### config.mk
export PLATFORM = sky130hd
export DESIGN_NAME = bus_rtc_calendar
export DESIGN_NICKNAME = d
export VERILOG_FILES = /design/src/rtl/rtc_pkg.sv /design/src/rtl/bus_rtc_calendar.sv /design/src/rtl/rtc_bus_port.sv /design/src/rtl/rtc_prescaler.sv
export SDC_FILE = /design/constraint.sdc
export NUM_CORES = 1
export LEC_CHECK = 0
export BUFFER_PORTS_ARGS = -buffer_cell sky130_fd_sc_hd__buf_2
export CAP_MARGIN = 20
export CORE_UTILIZATION = 40
export CTS_CLUSTER_SIZE = 12
export DETAILED_ROUTE_END_ITERATION = 10
export PLACE_DENSITY_LB_ADDON = 0.05
export SLEW_MARGIN = 20
export SYNTH_ARGS = -nofsm -noshare
export SYNTH_HDL_FRONTEND = slang
export SYNTH_SLANG_ARGS = --single-unit
### constraint.sdc
create_clock -name i_clk -period 3 [get_ports i_clk]
set_input_delay 0.9 -clock i_clk [delete_from_list [all_inputs] [get_ports i_clk]]
set_output_delay 0.9 -clock i_clk [all_outputs]
set_load 0.03 [all_outputs]
### src/rtl/rtc_pkg.sv
// Shared constants and carriers for the bus clock/calendar.
// Assumes a 200 MHz system clock and a 32.768 kHz time base pin.
package rtc_pkg;

  localparam int OSC_HZ          = 32768;
  localparam int SUB_DIV         = 512;
  localparam int STD_PULSE_EDGES = 256;

  localparam logic [3:0] ADDR_SEC_U  = 4'h0;
  localparam logic [3:0] ADDR_SEC_T  = 4'h1;
  localparam logic [3:0] ADDR_MIN_U  = 4'h2;
  localparam logic [3:0] ADDR_MIN_T  = 4'h3;
  localparam logic [3:0] ADDR_HR_U   = 4'h4;
  localparam logic [3:0] ADDR_HR_T   = 4'h5;
  localparam logic [3:0] ADDR_DATE_U = 4'h6;
  localparam logic [3:0] ADDR_DATE_T = 4'h7;
  localparam logic [3:0] ADDR_MON_U  = 4'h8;
  localparam logic [3:0] ADDR_MON_T  = 4'h9;
  localparam logic [3:0] ADDR_YR_U   = 4'ha;
  localparam logic [3:0] ADDR_YR_T   = 4'hb;
  localparam logic [3:0] ADDR_WDAY   = 4'hc;
  localparam logic [3:0] ADDR_CTRL_D = 4'hd;
  localparam logic [3:0] ADDR_CTRL_E = 4'he;
  localparam logic [3:0] ADDR_CTRL_F = 4'hf;

  localparam int CD_HOLD    = 0;
  localparam int CD_BUSY    = 1;
  localparam int CD_IRQ     = 2;
  localparam int CD_ADJ     = 3;
  localparam int CE_MASK    = 0;
  localparam int CE_KIND    = 1;
  localparam int CE_RATE_LO = 2;
  localparam int CF_RST     = 0;
  localparam int CF_STOP    = 1;
  localparam int CF_24H     = 2;
  localparam int H10_PM     = 2;

  localparam logic [3:0] CF_WMASK  = 4'h7;
  localparam logic [3:0] DIGIT_RST = 4'h0;
  localparam logic [3:0] CTRL_RST  = 4'h0;

  typedef enum logic [1:0] {
    RATE_64HZ = 2'h0,
    RATE_SEC  = 2'h1,
    RATE_MIN  = 2'h2,
    RATE_HOUR = 2'h3
  } rate_t;

  typedef struct packed {
    logic       wr;
    logic       rd;
    logic [3:0] addr;
    logic [3:0] wdata;
  } bus_req_t;

  typedef struct packed {
    logic osc_edge;
    logic tick_64;
    logic tick_sec;
  } ticks_t;

endpackage

### src/rtl/bus_rtc_calendar.sv
// Bus-connected clock/calendar with digit registers and timed pulse.
// Assumes bus pins synchronous to i_clk; the board resolves wires.
//
// Notes on behaviour
// [RL1] Timekeeping divided from 32.768 kHz time base
// [RL2] 4-bit address/data, two selects, strobes, latch
// [RL3] Units digits count 0..9, carry to tens
// [RL4] Hour tens: bits 1..0 digit, bit 2 afternoon
// [RL5] Missing bits ignore writes, read zero
// [RL6] Host masks afternoon bit from hour tens
// [RL7] Busy bit is read only
// [RL8] Interrupt flag set by hardware, cleared by 0
// [RL9] Pulse periods 1/64 s, 1 s, 1 min, 1 h
// [RL10] Rate field and kind bit in register E
// [RL11] Mask bit silences timed pulse output
// [RL12] 12 or 24 hour format from register F
// [RL13] Leap years detected from year digits
// [RL14] 30-second adjust rounds seconds
// [RL15] Stop, hold and divider reset controls
// [RL16] Write captured on write strobe rising edge
// [RL17] Read suppressed when both strobes low
// [RL18] Address passes while latch strobe high
// [RL19] Hold defers one second until released
// [RL20] BCD carries ripple up; weekday per day
// [RL21] Data lines driven only during selected read
`timescale 1ns/10ps
`default_nettype none
module bus_rtc_calendar #(
  parameter int OSC_PER_SEC = rtc_pkg::OSC_HZ
) (
  input  wire logic       i_clk,
  input  wire logic       i_reset_n,
  input  wire logic       i_osc_32k,
  input  wire logic [3:0] i_addr,
  input  wire logic [3:0] i_data,
  input  wire logic       i_ale,
  input  wire logic       i_chip_sel_active_low_n,
  input  wire logic       i_chip_sel_power_sense,
  input  wire logic       i_rd_n,
  input  wire logic       i_wr_n,
  output logic [3:0]      o_data,
  output logic            o_data_oe_n,
  output logic            o_timed_pulse_out,
  output logic            o_timed_pulse_out_oe_n
);
  import rtc_pkg::*;

  localparam int PWW = $clog2(STD_PULSE_EDGES + 1);

  typedef enum logic [1:0] {
    P_IDLE  = 2'b01,
    P_WIDTH = 2'b10
  } pulse_state_t;

  //////////////////////////////////////////////////////////////////////
  // Helpers

  function automatic logic [8:0] bcd_step(
    input logic [3:0] t, u, lt, lu, wt, wu);
    if ({t, u} >= {lt, lu}) begin
      bcd_step = {1'b1, wt, wu};
    end else if (u >= 4'h9) begin
      bcd_step = {1'b0, t + 4'h1, 4'h0}; // RL3
    end else begin
      bcd_step = {1'b0, t, u + 4'h1};
    end
  endfunction

  function automatic logic [7:0] month_last(
    input logic [7:0] mo, input logic leap);
    if (mo == 8'h02) begin
      month_last = leap ? 8'h29 : 8'h28; // RL13
    end else if (mo == 8'h04 || mo == 8'h06 || mo == 8'h09 ||
                 mo == 8'h11) begin
      month_last = 8'h30;
    end else begin
      month_last = 8'h31;
    end
  endfunction

  function automatic logic [3:0] field_mask(input logic [3:0] a);
    unique case (a)
      ADDR_SEC_T, ADDR_MIN_T, ADDR_HR_T, ADDR_WDAY: field_mask = 4'h7;
      ADDR_DATE_T: field_mask = 4'h3;
      ADDR_MON_T:  field_mask = 4'h1;
      default:     field_mask = 4'hf;
    endcase
  endfunction

  //////////////////////////////////////////////////////////////////////
  // Front end and divider

  bus_req_t req;
  ticks_t   ticks;
  logic [3:0] ce_q, ce_d, cf_q, cf_d;

  rtc_bus_port u_port ( // RL2
    .i_clk                   (i_clk),
    .i_reset_n               (i_reset_n),
    .i_addr                  (i_addr),
    .i_data                  (i_data),
    .i_ale                   (i_ale),
    .i_chip_sel_active_low_n (i_chip_sel_active_low_n),
    .i_chip_sel_power_sense  (i_chip_sel_power_sense),
    .i_rd_n                  (i_rd_n),
    .i_wr_n                  (i_wr_n),
    .o_req                   (req)
  );

  rtc_prescaler #(.OSC_PER_SEC(OSC_PER_SEC)) u_div (
    .i_clk     (i_clk),
    .i_reset_n (i_reset_n),
    .i_osc     (i_osc_32k),
    .i_clear   (cf_q[CF_RST]),
    .i_stop    (cf_q[CF_STOP]),
    .o_ticks   (ticks)
  );

  //////////////////////////////////////////////////////////////////////
  // Time, calendar and control registers

  logic [3:0] dig_q [13];
  logic [3:0] dig_d [13];
  logic       hold_q, hold_d, pend_q, pend_d, busy_q, busy_d;
  logic       adj_q, adj_d, irq_q, irq_d;
  logic       hold_eff, adv, c_min, c_hr, c_day, c_mon, rate_ev, leap;
  logic       pw_done;
  logic [8:0] st;
  logic [7:0] last;
  pulse_state_t ps_q, ps_d;
  logic [PWW-1:0] pw_q, pw_d;

  always_comb begin
    dig_d  = dig_q;
    ce_d   = ce_q;
    cf_d   = cf_q;
    adj_d  = adj_q;
    hold_d = hold_q;
    irq_d  = irq_q;
    c_min  = 1'b0;
    c_hr   = 1'b0;
    c_day  = 1'b0;
    c_mon  = 1'b0;
    st     = '0;
    last   = '0;
    hold_eff = hold_q & i_chip_sel_power_sense;
    adv    = 1'b0;
    pend_d = pend_q;
    if (hold_eff) begin
      pend_d = pend_q | ticks.tick_sec; // RL19
    end else begin
      adv    = ticks.tick_sec | pend_q; // RL19
      pend_d = ticks.tick_sec & pend_q;
    end
    busy_d = adv;
    leap = dig_q[11][0] ? (dig_q[10] == 4'h2 || dig_q[10] == 4'h6)
                        : (dig_q[10] == 4'h0 || dig_q[10] == 4'h4 ||
                           dig_q[10] == 4'h8);
    if (adj_q) begin
      c_min    = dig_q[1] >= 4'h3; // RL14
      dig_d[0] = 4'h0;
      dig_d[1] = 4'h0;
      adj_d    = 1'b0;
    end else if (adv) begin
      st = bcd_step(dig_q[1], dig_q[0], 4'h5, 4'h9, 4'h0, 4'h0); // RL20
      {c_min, dig_d[1], dig_d[0]} = st;
    end
    if (c_min) begin
      st = bcd_step(dig_q[3], dig_q[2], 4'h5, 4'h9, 4'h0, 4'h0);
      {c_hr, dig_d[3], dig_d[2]} = st;
    end
    if (c_hr) begin
      if (cf_q[CF_24H]) begin // RL12
        st = bcd_step({2'b00, dig_q[5][1:0]}, dig_q[4],
                      4'h2, 4'h3, 4'h0, 4'h0);
        c_day    = st[8];
        dig_d[5] = {1'b0, 1'b0, st[5:4]};
        dig_d[4] = st[3:0];
      end else if ({dig_q[5][1:0], dig_q[4]} >= 6'h12) begin
        dig_d[5] = {1'b0, dig_q[5][H10_PM], 2'b00};
        dig_d[4] = 4'h1;
      end else if ({dig_q[5][1:0], dig_q[4]} == 6'h11) begin
        c_day    = dig_q[5][H10_PM];
        dig_d[5] = {1'b0, ~dig_q[5][H10_PM], 2'b01}; // RL4
        dig_d[4] = 4'h2;
      end else begin
        st = bcd_step({2'b00, dig_q[5][1:0]}, dig_q[4],
                      4'h9, 4'h9, 4'h0, 4'h0);
        dig_d[5] = {1'b0, dig_q[5][H10_PM], st[5:4]};
        dig_d[4] = st[3:0];
      end
    end
    if (c_day) begin
      last = month_last({dig_q[9], dig_q[8]}, leap);
      st = bcd_step(dig_q[7], dig_q[6], last[7:4], last[3:0],
                    4'h0, 4'h1);
      {c_mon, dig_d[7], dig_d[6]} = st;
      dig_d[12] = (dig_q[12] >= 4'h6) ? 4'h0 : dig_q[12] + 4'h1;
    end
    if (c_mon) begin
      st = bcd_step(dig_q[9], dig_q[8], 4'h1, 4'h2, 4'h0, 4'h1);
      dig_d[9] = st[7:4];
      dig_d[8] = st[3:0];
      if (st[8]) begin
        st = bcd_step(dig_q[11], dig_q[10], 4'h9, 4'h9, 4'h0, 4'h0);
        dig_d[11] = st[7:4];
        dig_d[10] = st[3:0];
      end
    end
    if (req.wr) begin
      if (req.addr <= ADDR_WDAY) begin
        dig_d[req.addr] = req.wdata & field_mask(req.addr); // RL5
      end else if (req.addr == ADDR_CTRL_D) begin
        hold_d = req.wdata[CD_HOLD]; // RL15
        adj_d  = req.wdata[CD_ADJ]; // RL14
        if (!req.wdata[CD_IRQ]) begin
          irq_d = 1'b0; // RL8
        end
      end else if (req.addr == ADDR_CTRL_E) begin
        ce_d = req.wdata; // RL10
      end else begin
        cf_d = req.wdata & CF_WMASK; // RL5
      end
    end
    if (!i_chip_sel_power_sense) begin
      hold_d = 1'b0;
    end
    unique case (rate_t'(ce_q[CE_RATE_LO +: 2])) // RL9
      RATE_64HZ: rate_ev = ticks.tick_64;
      RATE_SEC:  rate_ev = ticks.tick_sec;
      RATE_MIN:  rate_ev = c_min;
      RATE_HOUR: rate_ev = c_hr;
    endcase
    if (pw_done) begin
      irq_d = 1'b0;
    end
    if (rate_ev) begin
      irq_d = 1'b1; // RL8
    end
  end

  always_ff @(posedge i_clk or negedge i_reset_n) begin
    if (!i_reset_n) begin
      for (int i = 0; i < 13; i++) begin
        dig_q[i] <= DIGIT_RST;
      end
      ce_q   <= CTRL_RST;
      cf_q   <= CTRL_RST;
      hold_q <= 1'b0;
      pend_q <= 1'b0;
      busy_q <= 1'b0;
      adj_q  <= 1'b0;
      irq_q  <= 1'b0;
    end else begin
      dig_q  <= dig_d;
      ce_q   <= ce_d;
      cf_q   <= cf_d;
      hold_q <= hold_d;
      pend_q <= pend_d;
      busy_q <= busy_d;
      adj_q  <= adj_d;
      irq_q  <= irq_d;
    end
  end

  //////////////////////////////////////////////////////////////////////
  // Standard pulse width, read port and pin drivers

  logic [3:0] rdata;
  logic [3:0] data_q, data_d;
  logic       doe_n_q, doe_n_d, poe_n_q, poe_n_d;

  always_comb begin
    ps_d    = ps_q;
    pw_d    = pw_q;
    pw_done = 1'b0;
    unique case (ps_q)
      P_IDLE: begin
        if (rate_ev && !ce_q[CE_KIND]) begin
          ps_d = P_WIDTH;
          pw_d = '0;
        end
      end
      P_WIDTH: begin
        if (ce_q[CE_KIND]) begin
          ps_d = P_IDLE;
        end else if (pw_q == PWW'(STD_PULSE_EDGES)) begin
          pw_done = 1'b1;
          ps_d    = P_IDLE;
        end else if (ticks.osc_edge) begin
          pw_d = pw_q + PWW'(1);
        end
      end
    endcase
    if (req.addr <= ADDR_WDAY) begin
      rdata = dig_q[req.addr] & field_mask(req.addr); // RL5
      if (req.addr == ADDR_HR_T && cf_q[CF_24H]) begin
        rdata[H10_PM] = 1'b0; // RL12
      end
    end else if (req.addr == ADDR_CTRL_D) begin
      rdata = {1'b0, irq_q, busy_q, hold_q}; // RL7
    end else if (req.addr == ADDR_CTRL_E) begin
      rdata = ce_q;
    end else begin
      rdata = cf_q & CF_WMASK;
    end
    data_d  = req.rd ? rdata : data_q;
    doe_n_d = ~req.rd; // RL21
    poe_n_d = ~(irq_q & ~ce_q[CE_MASK]); // RL11
  end

  always_ff @(posedge i_clk or negedge i_reset_n) begin
    if (!i_reset_n) begin
      ps_q    <= P_IDLE;
      pw_q    <= '0;
      data_q  <= 4'h0;
      doe_n_q <= 1'b1;
      poe_n_q <= 1'b1;
    end else begin
      ps_q    <= ps_d;
      pw_q    <= pw_d;
      data_q  <= data_d;
      doe_n_q <= doe_n_d;
      poe_n_q <= poe_n_d;
    end
  end

  assign o_data                 = data_q;
  assign o_data_oe_n            = doe_n_q;
  assign o_timed_pulse_out      = 1'b0;
  assign o_timed_pulse_out_oe_n = poe_n_q;
endmodule
`default_nettype wire

### src/rtl/rtc_bus_port.sv
// Parallel bus front end: address latch, strobe decode.
// Assumes all pins synchronous to i_clk.
`timescale 1ns/10ps
`default_nettype none
module rtc_bus_port (
  input  wire logic              i_clk,
  input  wire logic              i_reset_n,
  input  wire logic [3:0]        i_addr,
  input  wire logic [3:0]        i_data,
  input  wire logic              i_ale,
  input  wire logic              i_chip_sel_active_low_n,
  input  wire logic              i_chip_sel_power_sense,
  input  wire logic              i_rd_n,
  input  wire logic              i_wr_n,
  output rtc_pkg::bus_req_t      o_req
);
  import rtc_pkg::*;

  logic [3:0] latch_q, latch_d;
  logic [3:0] data_q, data_d;
  logic       wr_n_q, wr_n_d;
  bus_req_t   req_q, req_d;
  logic       sel;

  always_comb begin
    sel     = i_chip_sel_power_sense & ~i_chip_sel_active_low_n;
    latch_d = latch_q;
    if (i_ale && !i_chip_sel_active_low_n) begin
      latch_d = i_addr; // RL18
    end
    data_d       = i_data;
    wr_n_d       = i_wr_n;
    req_d.addr   = latch_d;
    req_d.wdata  = data_q;
    req_d.wr     = sel & ~wr_n_q & i_wr_n; // RL16
    req_d.rd     = sel & ~i_rd_n & i_wr_n; // RL17
  end

  always_ff @(posedge i_clk or negedge i_reset_n) begin
    if (!i_reset_n) begin
      latch_q <= 4'h0;
      data_q  <= 4'h0;
      wr_n_q  <= 1'b1;
      req_q   <= '0;
    end else begin
      latch_q <= latch_d;
      data_q  <= data_d;
      wr_n_q  <= wr_n_d;
      req_q   <= req_d;
    end
  end

  assign o_req = req_q;
endmodule
`default_nettype wire

### src/rtl/rtc_prescaler.sv
// Divider chain from the 32.768 kHz time base to 64 Hz and 1 Hz.
// Assumes i_osc is a slow square wave synchronous to i_clk.
`timescale 1ns/10ps
`default_nettype none
module rtc_prescaler #(
  parameter int OSC_PER_SEC = rtc_pkg::OSC_HZ
) (
  input  wire logic              i_clk,
  input  wire logic              i_reset_n,
  input  wire logic              i_osc,
  input  wire logic              i_clear,
  input  wire logic              i_stop,
  output rtc_pkg::ticks_t        o_ticks
);
  import rtc_pkg::*;

  localparam int CW   = $clog2(OSC_PER_SEC);
  // Edges per 1/64 s, scaled with a shortened time base
  localparam int FAST = OSC_PER_SEC * SUB_DIV / OSC_HZ;

  if (FAST < 1 || (OSC_PER_SEC * SUB_DIV) % OSC_HZ != 0) begin : g_bad
    $error("OSC_PER_SEC must be a multiple of OSC_HZ / SUB_DIV");
  end

  logic [CW-1:0] cnt_q, cnt_d;
  logic          osc_q;
  ticks_t        tk_q, tk_d;
  logic          edge_s;

  always_comb begin
    edge_s = i_osc & ~osc_q;
    cnt_d  = cnt_q;
    tk_d   = '0;
    tk_d.osc_edge = edge_s;
    if (i_clear) begin
      cnt_d = '0; // RL15
    end else if (edge_s && !i_stop) begin // RL15
      if (cnt_q == CW'(OSC_PER_SEC - 1)) begin
        cnt_d         = '0;
        tk_d.tick_sec = 1'b1; // RL1
      end else begin
        cnt_d = cnt_q + CW'(1);
      end
      tk_d.tick_64 = (cnt_q % CW'(FAST)) == CW'(FAST - 1); // RL9
    end
  end

  always_ff @(posedge i_clk or negedge i_reset_n) begin
    if (!i_reset_n) begin
      cnt_q <= '0;
      osc_q <= 1'b0;
      tk_q  <= '0;
    end else begin
      cnt_q <= cnt_d;
      osc_q <= i_osc;
      tk_q  <= tk_d;
    end
  end

  assign o_ticks = tk_q;
endmodule
`default_nettype wire

# == Word-level counts from Yosys, hierarchy flattened ==
# Index checks and enable logic that the tools add are counted.
# word_totals
reg_bits,115
in_bits,16
out_inout_bits,7
wordCells,244
# op_classes
add_sub_neg,15
order_cmp,19
eq_ne,36
muxes,88
n_bitwise,24
n_reduce_logical,26
# ops
cell,count
two-way mux 8 bit,16
two-way mux 52 bit,2
two-way mux 9 bit,10
bitwise mux 52 bit,1
adder 4 x 1 -> 4 bit (second input constant),12
two-way mux 15 bit,3
two-way mux 4 bit,10
two-way mux 1 bit,31
greater-or-equal comparator 4 bit (second input constant),6
== test 4 bit (second input constant),5
== test 9 bit (second input constant),2
one-hot mux 9 bit (2 select lines),1
binary-select mux 4 bit (select 4 bit),1
demux 4 bit (select 4 bit),1
== test 4 x 3 -> 1 bit (second input constant),4
== test 8 x 3 -> 1 bit (second input constant),2
greater-or-equal comparator 8 x 7 -> 1 bit (second input constant),2
two-way mux 16 bit,1
AND reduction 4 bit,4
adder 15 x 1 -> 15 bit (second input constant),1
== test 15 bit (second input constant),1
one-hot mux 4 bit (3 select lines),1
NOT 1 bit,11
two-way mux 2 bit,5
43 further kinds,75

# == Depth between registers and ports, before layout ==
# Gate-level depths: netlist of the first run.
# logic_depth
ltp_word,17
mapped_depth,14
mapped_depth_nobuf,13

# == By module ==
# Synthesis of the first run repeated with hierarchy kept, for this count alone.
# hier_totals
hier_cells,738
area_unflattened_um2,7143.1
# by_module_without_submodules
mod,n_inst,cells_per_inst,area_each_um2,seq_area_each_um2
bus_rtc_calendar,1,622,5715.5,2005.7
rtc_prescaler,1,93,962.2,475.5
rtc_bus_port,1,23,465.4,376.6

# == Worst setup path after synthesis of the first run ==
# No wires, ideal clock.
# synth_path
path_type,flip-flop to flip-flop
start,register dig_q[12] (netlist bit)
end,register dig_q[19] (netlist bit)
setup_time_ns,0.126
arrival_ns,2.963
t_required_ns,2.874
setup_slack_ns,-0.089
stages_incl_launch_ff,14
period_less_slack_ns,3.089
cell_sequence,dfrtp_1 -> inv_1 -> ha_1 -> nor2b_1 -> nand4b_1 -> nor3_1 -> a31oi_1 -> ha_1 -> or4b_2 -> a21oi_1 -> o21ai_0 -> nand2_1 -> nor4_1 -> a311o_1
# synth_rtl
element,line_no,text
start: declaration,bus_rtc_calendar.sv:122,logic [3:0] dig_q [13];
start signal: assignment,bus_rtc_calendar.sv:255,dig_q <= dig_d;

==> results by group, run 1 <==
Status
  – Status: finished clean

Power and ir drop
  – Sequential power share: between 30% and 40%
  – Leakage: roughly 3.8 nW
  – PD cells: about 730 nW/um^2
  – Switch share: 34.7%
  – Clock power share: approximately a third
  – Worst vdd ir: between 0.4 and 0.5 mV
  – Sw power: roughly 2.2 mW
  – Pwr Total: roughly 6.3 mW
  – Internal: between 4 and 5 mW
  – Combinational power share: between 30% and 40%

GRT
  – Gr usage total: 23.3%
  – Total gr overflow: 0
  – First-pass GRT wire length: between 30000 and 40000 um
  – Largest net degree at the start of global routing: 35
  – Initial antenna violation count: 0
  – Number of global-route vias before repair: 5916

Layout
  – Nets@finish: 860
  – Area Overhead vs Synth: 23.1%
  – Util after Layout: approximately 51%
  – Post-Layout Cell Count: 1032
  – Number of diodes: 0
  – Layout cell share with drive strength beyond 1: between 20% and 30%

Floorplan
  – Die area: about 18000 um^2
  – Die Y: 134 um
  – Die Wd: 134 um
  – Core box area: approximately 17000 um^2
  – Site row count: 47
  – IO Pins: 23
  – Initial core utilization: around 41%

Timing
  – Final setup viols: 0
  – Slew Limit Fails: 0
  – Fmax achieved: 336 MHz
  – Hold WS: 0.348 ns
  – Fin crit share: 99.3%
  – Final setup margin: between 0.02 and 0.025 ns
  – Min cycle time layout: slightly below 3 ns
  – Worst Clk Skew: 0.00942 ns
  – Relative slew slack: 43.6%
  – Fin. Hold Viols: 0
  – RSZ-0062 raised after global routing: yes
  – Worst slew pin tran: about 0.85 ns

Synth
  – Yosys reg bits: approximately 110
  – Synth top area cells: dfrtp_1, ha_1, mux4_2
  – Number of synthesized flops with an enable pin: 0
  – Sequential-to-total area share from yosys stat: between 40% and 50%
  – Yosys top cell area share: 39.6%
  – Yosys warnings: 0
  – Most common cell in the netlist: dfrtp_1
  – Yosys top cell by area: dfrtp_1
  – Cell Area, Synth: about 7000 um^2
  – Fraction of registers with async set/reset: 100%
  – Synth Flop Type: dfrtp_1
  – Syn avg cell area: ~9.5 um^2
  – Syn Inst Count: 730
  – Synth unique cells: between 70 and 80
  – Commonest cells in the netlist: dfrtp_1, nor2_1, nand2_1
  – Syn Nets: 791

CTS
  – CTS tree: done
  – Max Buffers Root-to-Sink: 2
  – Clock latency on the worst-skew pair: around 0.42 ns
  – Cts hold-fix bufs: 0
  – Clock sink count: ~110
  – Inserted Clock Buffers: 17
  – CTS H-tree lvls: 4
  – Clock Tree Root: clkbuf_16
  – Worst-path clk slew: roughly 0.060 ns

Routing
  – Drt wl/cell: around 19 um
  – Vias post-DR: about 6000
  – Via density: around 5.8
  – WL final: 19900 um
  – DR pass1 iterations: 5
  – Final ANT Viol Nets: 0
  – Detailed Route Iter0 Violations: between 400 and 500
  – Detailed-route DRC error count: 0

Hold path
  – Worst hold path type: flip-flop to flip-flop

Place
  – PortBufs: 21
  – Dpl hpwl: between 10000 and 15000 um
  – Placed cells: ~1000
  – Placement Setup Slack: -0.259 ns
  – RD Place Congestion: 0.871

Critical path
  – Setup crit start kind: flip-flop
  – Crit Path Max Fanout: 4
  – Critical Path RT: between 3 and 4 ns
  – Arr. time, crit path: ~3.3 ns
  – Crit end category: flip-flop
  – Critical path class: flip-flop to flip-flop

Flow run
  – Max-cap violations: 0
## power groups by stage
stage | clock (mW) | sequential (mW) | combinational (mW)
finish | 2.15 | 2.20 | 1.93
global route | 2.26 | 2.26 | 2.13
CTS | 2.20 | 2.20 | 1.82
detailed placement | 0 | 2.21 | 1.76
global placement | 0 | 2.20 | 1.73
floorplan | 0 | 2.16 | 1.19
## final cells by class
class,count,area [um^2]
flip-flops and latches,114,2860
clock buffers,21,480
fillers,1544,8200
clock inverters,11,150
well taps,220,275
inverters,38,143
multi-input cells,551,4100
repair buffers,77,556
## metal layers
metal  global-route usage (%)  vias to the layer above  routed length (um)
met1                     30.7                     2983                8900
met2                     37.7                      186                9640
met4                     8.71                        0                 477
met3                     4.95                       37                 911
met5                        0                        -                   0
li1                         -                     2825                   -
## worst max-delay path, stage by stage, from the launching register on
cell and delay (ns):
dfrtp_1 0.41, ha_1 0.22, mux2_2 0.26, nand2_1 0.06, o21ai_0 0.08, a31oi_1 0.22
ha_1 0.26, or4b_4 0.50, a21oi_4 0.17, o21a_4 0.19, nor3_4 0.07, mux2_4 0.32
o21ai_2 0.14
## stage by stage
step	area (um^2)	TNS, ns
2_1_floorplan	6960	0
3_3_place_gp	7590	-3.14
3_5_place_dp	7590	-3.52
4_1_cts	8330	0
5_1_grt	8560	-1.26
6_report	8560	0
## repair_timing
| item | CTS | global route |
|---|---|---|
| pin swaps | 10 | 23 |
| gates resized for setup | 18 | 45 |
| endpoints found under the setup margin | 24 | 24 |
| gates cloned | 1 | 0 |
| setup buffers | 3 | 5 |
## final timing paths
kind | from | to | slack (ns) | cells past startpoint
max in group asynchronous | i_reset_n | ps_q[0] | 1.89 | 2
min in group asynchronous | i_reset_n | dig_q[13] | 0.44 | 1
min reg2reg | u_port.data_q[0] | u_port.o_req[0] | 0.35 | 0
max | dig_q[12] | dig_q[9] | 0.02 | 12
min | u_port.data_q[0] | u_port.o_req[0] | 0.35 | 0
max reg2reg | dig_q[12] | dig_q[9] | 0.02 | 12
## cell families after synthesis
| family | Yosys count | synth area share (%) |
|---|---|---|
| AND/OR/NAND/NOR | 267 | 19.1 |
| AO/OA/AOI/OAI | 181 | 17.7 |
| flip-flops | 114 | 41.1 |
| buffers and inverters | 66 | 3.76 |
| adder cells (fa/ha/maj) | 45 | 8.10 |
| multiplexers | 38 | 7.93 |
| XOR/XNOR | 18 | 2.27 |
| other | 1 | 0.0539 |
## sequential cells by signal, indices dropped and copies added, names as in the netlist, 2 cells and up
signal	flops
o_data	4
ps_q	2
u_port.latch_q	4
ce_q	4
dig_q	51
u_div.o_ticks	3
u_port.o_req	6
u_div.cnt_q	15
pw_q	9
cf_q	3
u_port.data_q	4
## placed cells by master, fill, tap and decap left out, types with 7 or more instances in the layout
cell       netlist  routed
a21oi_1         28      27
a31oi_1         19      19
and2_1          11      11
and3_1           8       8
buf_2            2      20
buf_4            1      52
clkbuf_16        0      17
dfrtp_1        110     110
ha_1            45      43
inv_1           38      35
mux2_2          17      16
mux2i_1          9       9
mux4_2          12      12
nand2_1         61      59
nand2b_1         7       7
nand3_1         35      33
nand4_1          8       8
nor2_1          70      67
nor2b_1         16      15
nor3_1          14       9
o21a_1           9       8
o21ai_0         38      32
o22ai_1         13      12
o31ai_1          7       7
xnor2_1          8       8
xor2_1          10      10
(Power assumes the default switching activity.)
==> inputs of run 2 (changes only) <==
==> constraint.sdc (replaced) <==
create_clock -name i_clk -period 3.15 [get_ports i_clk]
set_input_delay 0.945 -clock i_clk [delete_from_list [all_inputs] [get_ports i_clk]]
set_output_delay 0.945 -clock i_clk [all_outputs]
set_load 0.03 [all_outputs]
==> run 2 against run 1 <==
Register-to-register slack improved by 0.05 ns. Core utilization decreased by 1.9 points. Via count decreased by 2.3%. Clock skew increased by 0.00066 ns. Design area decreased by 3.7%. Worst hold slack got worse by 0.0015 ns. Fmax decreased by 3.3%. Power decreased by 8.5%. Critical path depth increased by 2. Largest power group unchanged. Highest routed layer unchanged.
==> results by group, run 2 (same netlist as run 1, synthesis figures left out) <==
Floorplan
  – IO Pins: 23 (unchanged)
  – Site row count: 47 (unchanged)
  – Die Y: 134 um (unchanged)
  – Core box area: 16800 um^2 (unchanged)
  – Die area: 17900 um^2 (unchanged)
  – Die Wd: 134 um (unchanged)
  – Initial core utilization: 41.5% (unchanged)

Critical path
  – Crit end category: flip-flop (unchanged)
  – Critical Path RT: 3.48 ns (was 3.34 ns)
  – Arr. time, crit path: 3.41 ns (was 3.32 ns)
  – Crit Path Max Fanout: 6 (was 4)
  – Setup crit start kind: flip-flop (unchanged)
  – Critical path class: flip-flop to flip-flop (unchanged)

Timing
  – Min cycle time layout: 3.08 ns (was 2.98 ns)
  – Final setup viols: 0 (unchanged)
  – Fin crit share: 97.9% (was 99.3%)
  – Sum Neg Setup Slack: 0 ns (unchanged)
  – Worst slew pin tran: 0.813 ns (was 0.847 ns)
  – Slew Limit Fails: 0 (unchanged)
  – Worst Clk Skew: 0.0101 ns (was 0.00942 ns)
  – Relative slew slack: 45.8% (was 43.6%)
  – Hold WS: 0.347 ns (was 0.348 ns)
  – Fin. Hold Viols: 0 (unchanged)
  – Fmax achieved: 324 MHz (was 336 MHz)

GRT
  – Total gr overflow: 0 (unchanged)
  – First-pass GRT wire length: 30800 um (was 32000 um)
  – Initial antenna violation count: 0 (unchanged)
  – Number of global-route vias before repair: 5674 (was 5916)
  – Gr usage total: 22.5% (was 23.3%)
  – Largest net degree at the start of global routing: 72 (was 35)

Routing
  – DR pass1 iterations: 4 (was 5)
  – Drt wl/cell: 18.8 um (was 19.3 um)
  – Via density: 5.78 (was 5.84)
  – Detailed Route Iter0 Violations: 403 (was 430)
  – WL final: 19100 um (was 19900 um)
  – Vias post-DR: 5894 (was 6031)
  – Detailed-route DRC error count: 0 (unchanged)
  – Final ANT Viol Nets: 0 (unchanged)

Layout
  – Largest reg by FF count: dig_q (unchanged)
  – Top Registers: dig_q (51), u_div.cnt_q (15), pw_q (9) (unchanged)
  – Layout cell share with drive strength beyond 1: 19.5% (was 23.5%)
  – Commonest non-fill, non-tap cell in the layout: dfrtp_1 (unchanged)
  – Area Overhead vs Synth: 18.5% (was 23.1%)
  – Max reg flops: 51 (unchanged)
  – FF/Latch Area: 2860 um^2 (unchanged)
  – Number of diodes: 0 (unchanged)
  – Nets@finish: 848 (was 860)
  – Commonest cells after routing, fill and taps aside: dfrtp_1, nor2_1, nand2_1 (unchanged)
  – FILL cells: 1555 (was 1544)
  – Area of the multi-input gates: 3910 um^2 (was 4100 um^2)

Place
  – Dpl hpwl: 14100 um (about the same)
  – PortBufs: 21 (unchanged)
  – RD Place Congestion: 0.865 (was 0.871)

Power and ir drop
  – Worst vdd ir: 0.423 mV (was 0.437 mV)
  – PD cells: 698 nW/um^2 (was 735 nW/um^2)
  – Leakage: 3.65 nW (was 3.76 nW)

Hold path
  – Worst hold path type: flip-flop to flip-flop (unchanged)

Status
  – Status: finished clean (unchanged)

CTS
  – Cts hold-fix bufs: 0 (unchanged)
  – Clock sink count: 114 (unchanged)
  – Clock Tree Root: clkbuf_16 (unchanged)
  – Clock latency on the worst-skew pair: 0.42 ns (about the same)
  – Worst-path clk slew: 0.06 ns (about the same)
  – Inserted Clock Buffers: 17 (unchanged)
  – Max Buffers Root-to-Sink: 2 (unchanged)
  – CTS tree: done (unchanged)
  – CTS H-tree lvls: 4 (unchanged)

Flow run
  – Max-cap violations: 0 (unchanged)
## run 2: cell types whose count changed in the layout (fill, tap and decap cells not counted), moves of 3 or more
cell / previous run / this run
o21ai_2: 5 / 0
buf_6: 4 / 1
buf_4: 52 / 43
clkinv_4: 0 / 4
o21ai_1: 2 / 5
clkbuf_8: 4 / 1
## run 2: cell type report
class / instances / area share [%]
flip-flops and latches: 114 / 34.7
repair buffers: 66 / 5.57
multi-input cells: 550 / 47.4
well taps: 220 / 3.34
clock inverters: 14 / 1.90
clock buffers: 18 / 5.33
inverters: 38 / 1.73
## run 2: final timing paths
path                                        from               to  slack, ns  cells after the start
min in group asynchronous              i_reset_n        dig_q[32]       0.39                      1
worst max-delay path                   dig_q[12]        dig_q[11]       0.07                     14
worst max register to register         dig_q[12]        dig_q[11]       0.07                     14
max in group asynchronous              i_reset_n      o_data_oe_n       2.06                      2
worst min register to register  u_port.data_q[2]  u_port.o_req[2]       0.35                      0
worst min-delay path            u_port.data_q[2]  u_port.o_req[2]       0.35                      0
## run 2: report_power, final
part | switching [mW] | internal (mW)
combinational | 0.943 | 0.777
clock | 0.744 | 1.19
sequential | 0.342 | 1.75
total | 2.03 | 3.72
## run 2: layer usage
layer  GRT usage [%]  vias up  part of all wire (%)
met3            3.67       12                   4.4
met2            36.5      140                    48
li1                -     2797                     -
met1            30.9     2945                    46
met5               0        -                     0
met4            6.38        0                  0.87
## run 2: stage by stage
stage | power [mW] | cell area (um^2) | utilization (%) | worst slack [ns] | cells
2_1_floorplan | 3.18 | 6950 | - | 0.0606 | 730
3_3_place_gp | 3.73 | 7540 | 45.0 | -0.0302 | 984
3_5_place_dp | 3.76 | 7540 | 45.0 | -0.159 | 984
4_1_cts | 5.75 | 8160 | 48.7 | 0.00811 | 1017
5_1_grt | 6.11 | 8240 | 49.2 | -0.0411 | 1020
6_report | 5.75 | 8240 | 49.2 | 0.0676 | 1020
## run 2: critical path: stages, from the launching register on
cell	delay [ns]
dfrtp_1	0.40
buf_4	0.14
ha_1	0.20
mux2_2	0.26
nand2_1	0.06
o21ai_0	0.08
a31oi_1	0.18
ha_1	0.25
or4b_4	0.49
a21oi_2	0.16
o21a_2	0.21
or3_4	0.17
clkbuf_2	0.15
o21ai_0	0.10
o22ai_1	0.14
## run 2: what timing repair did
item / in CTS / in global routing
gates resized for setup: 5 / 21
endpoints found under the setup margin: 17 / 23
pin swaps: 1 / 10
setup buffers: 1 / 3
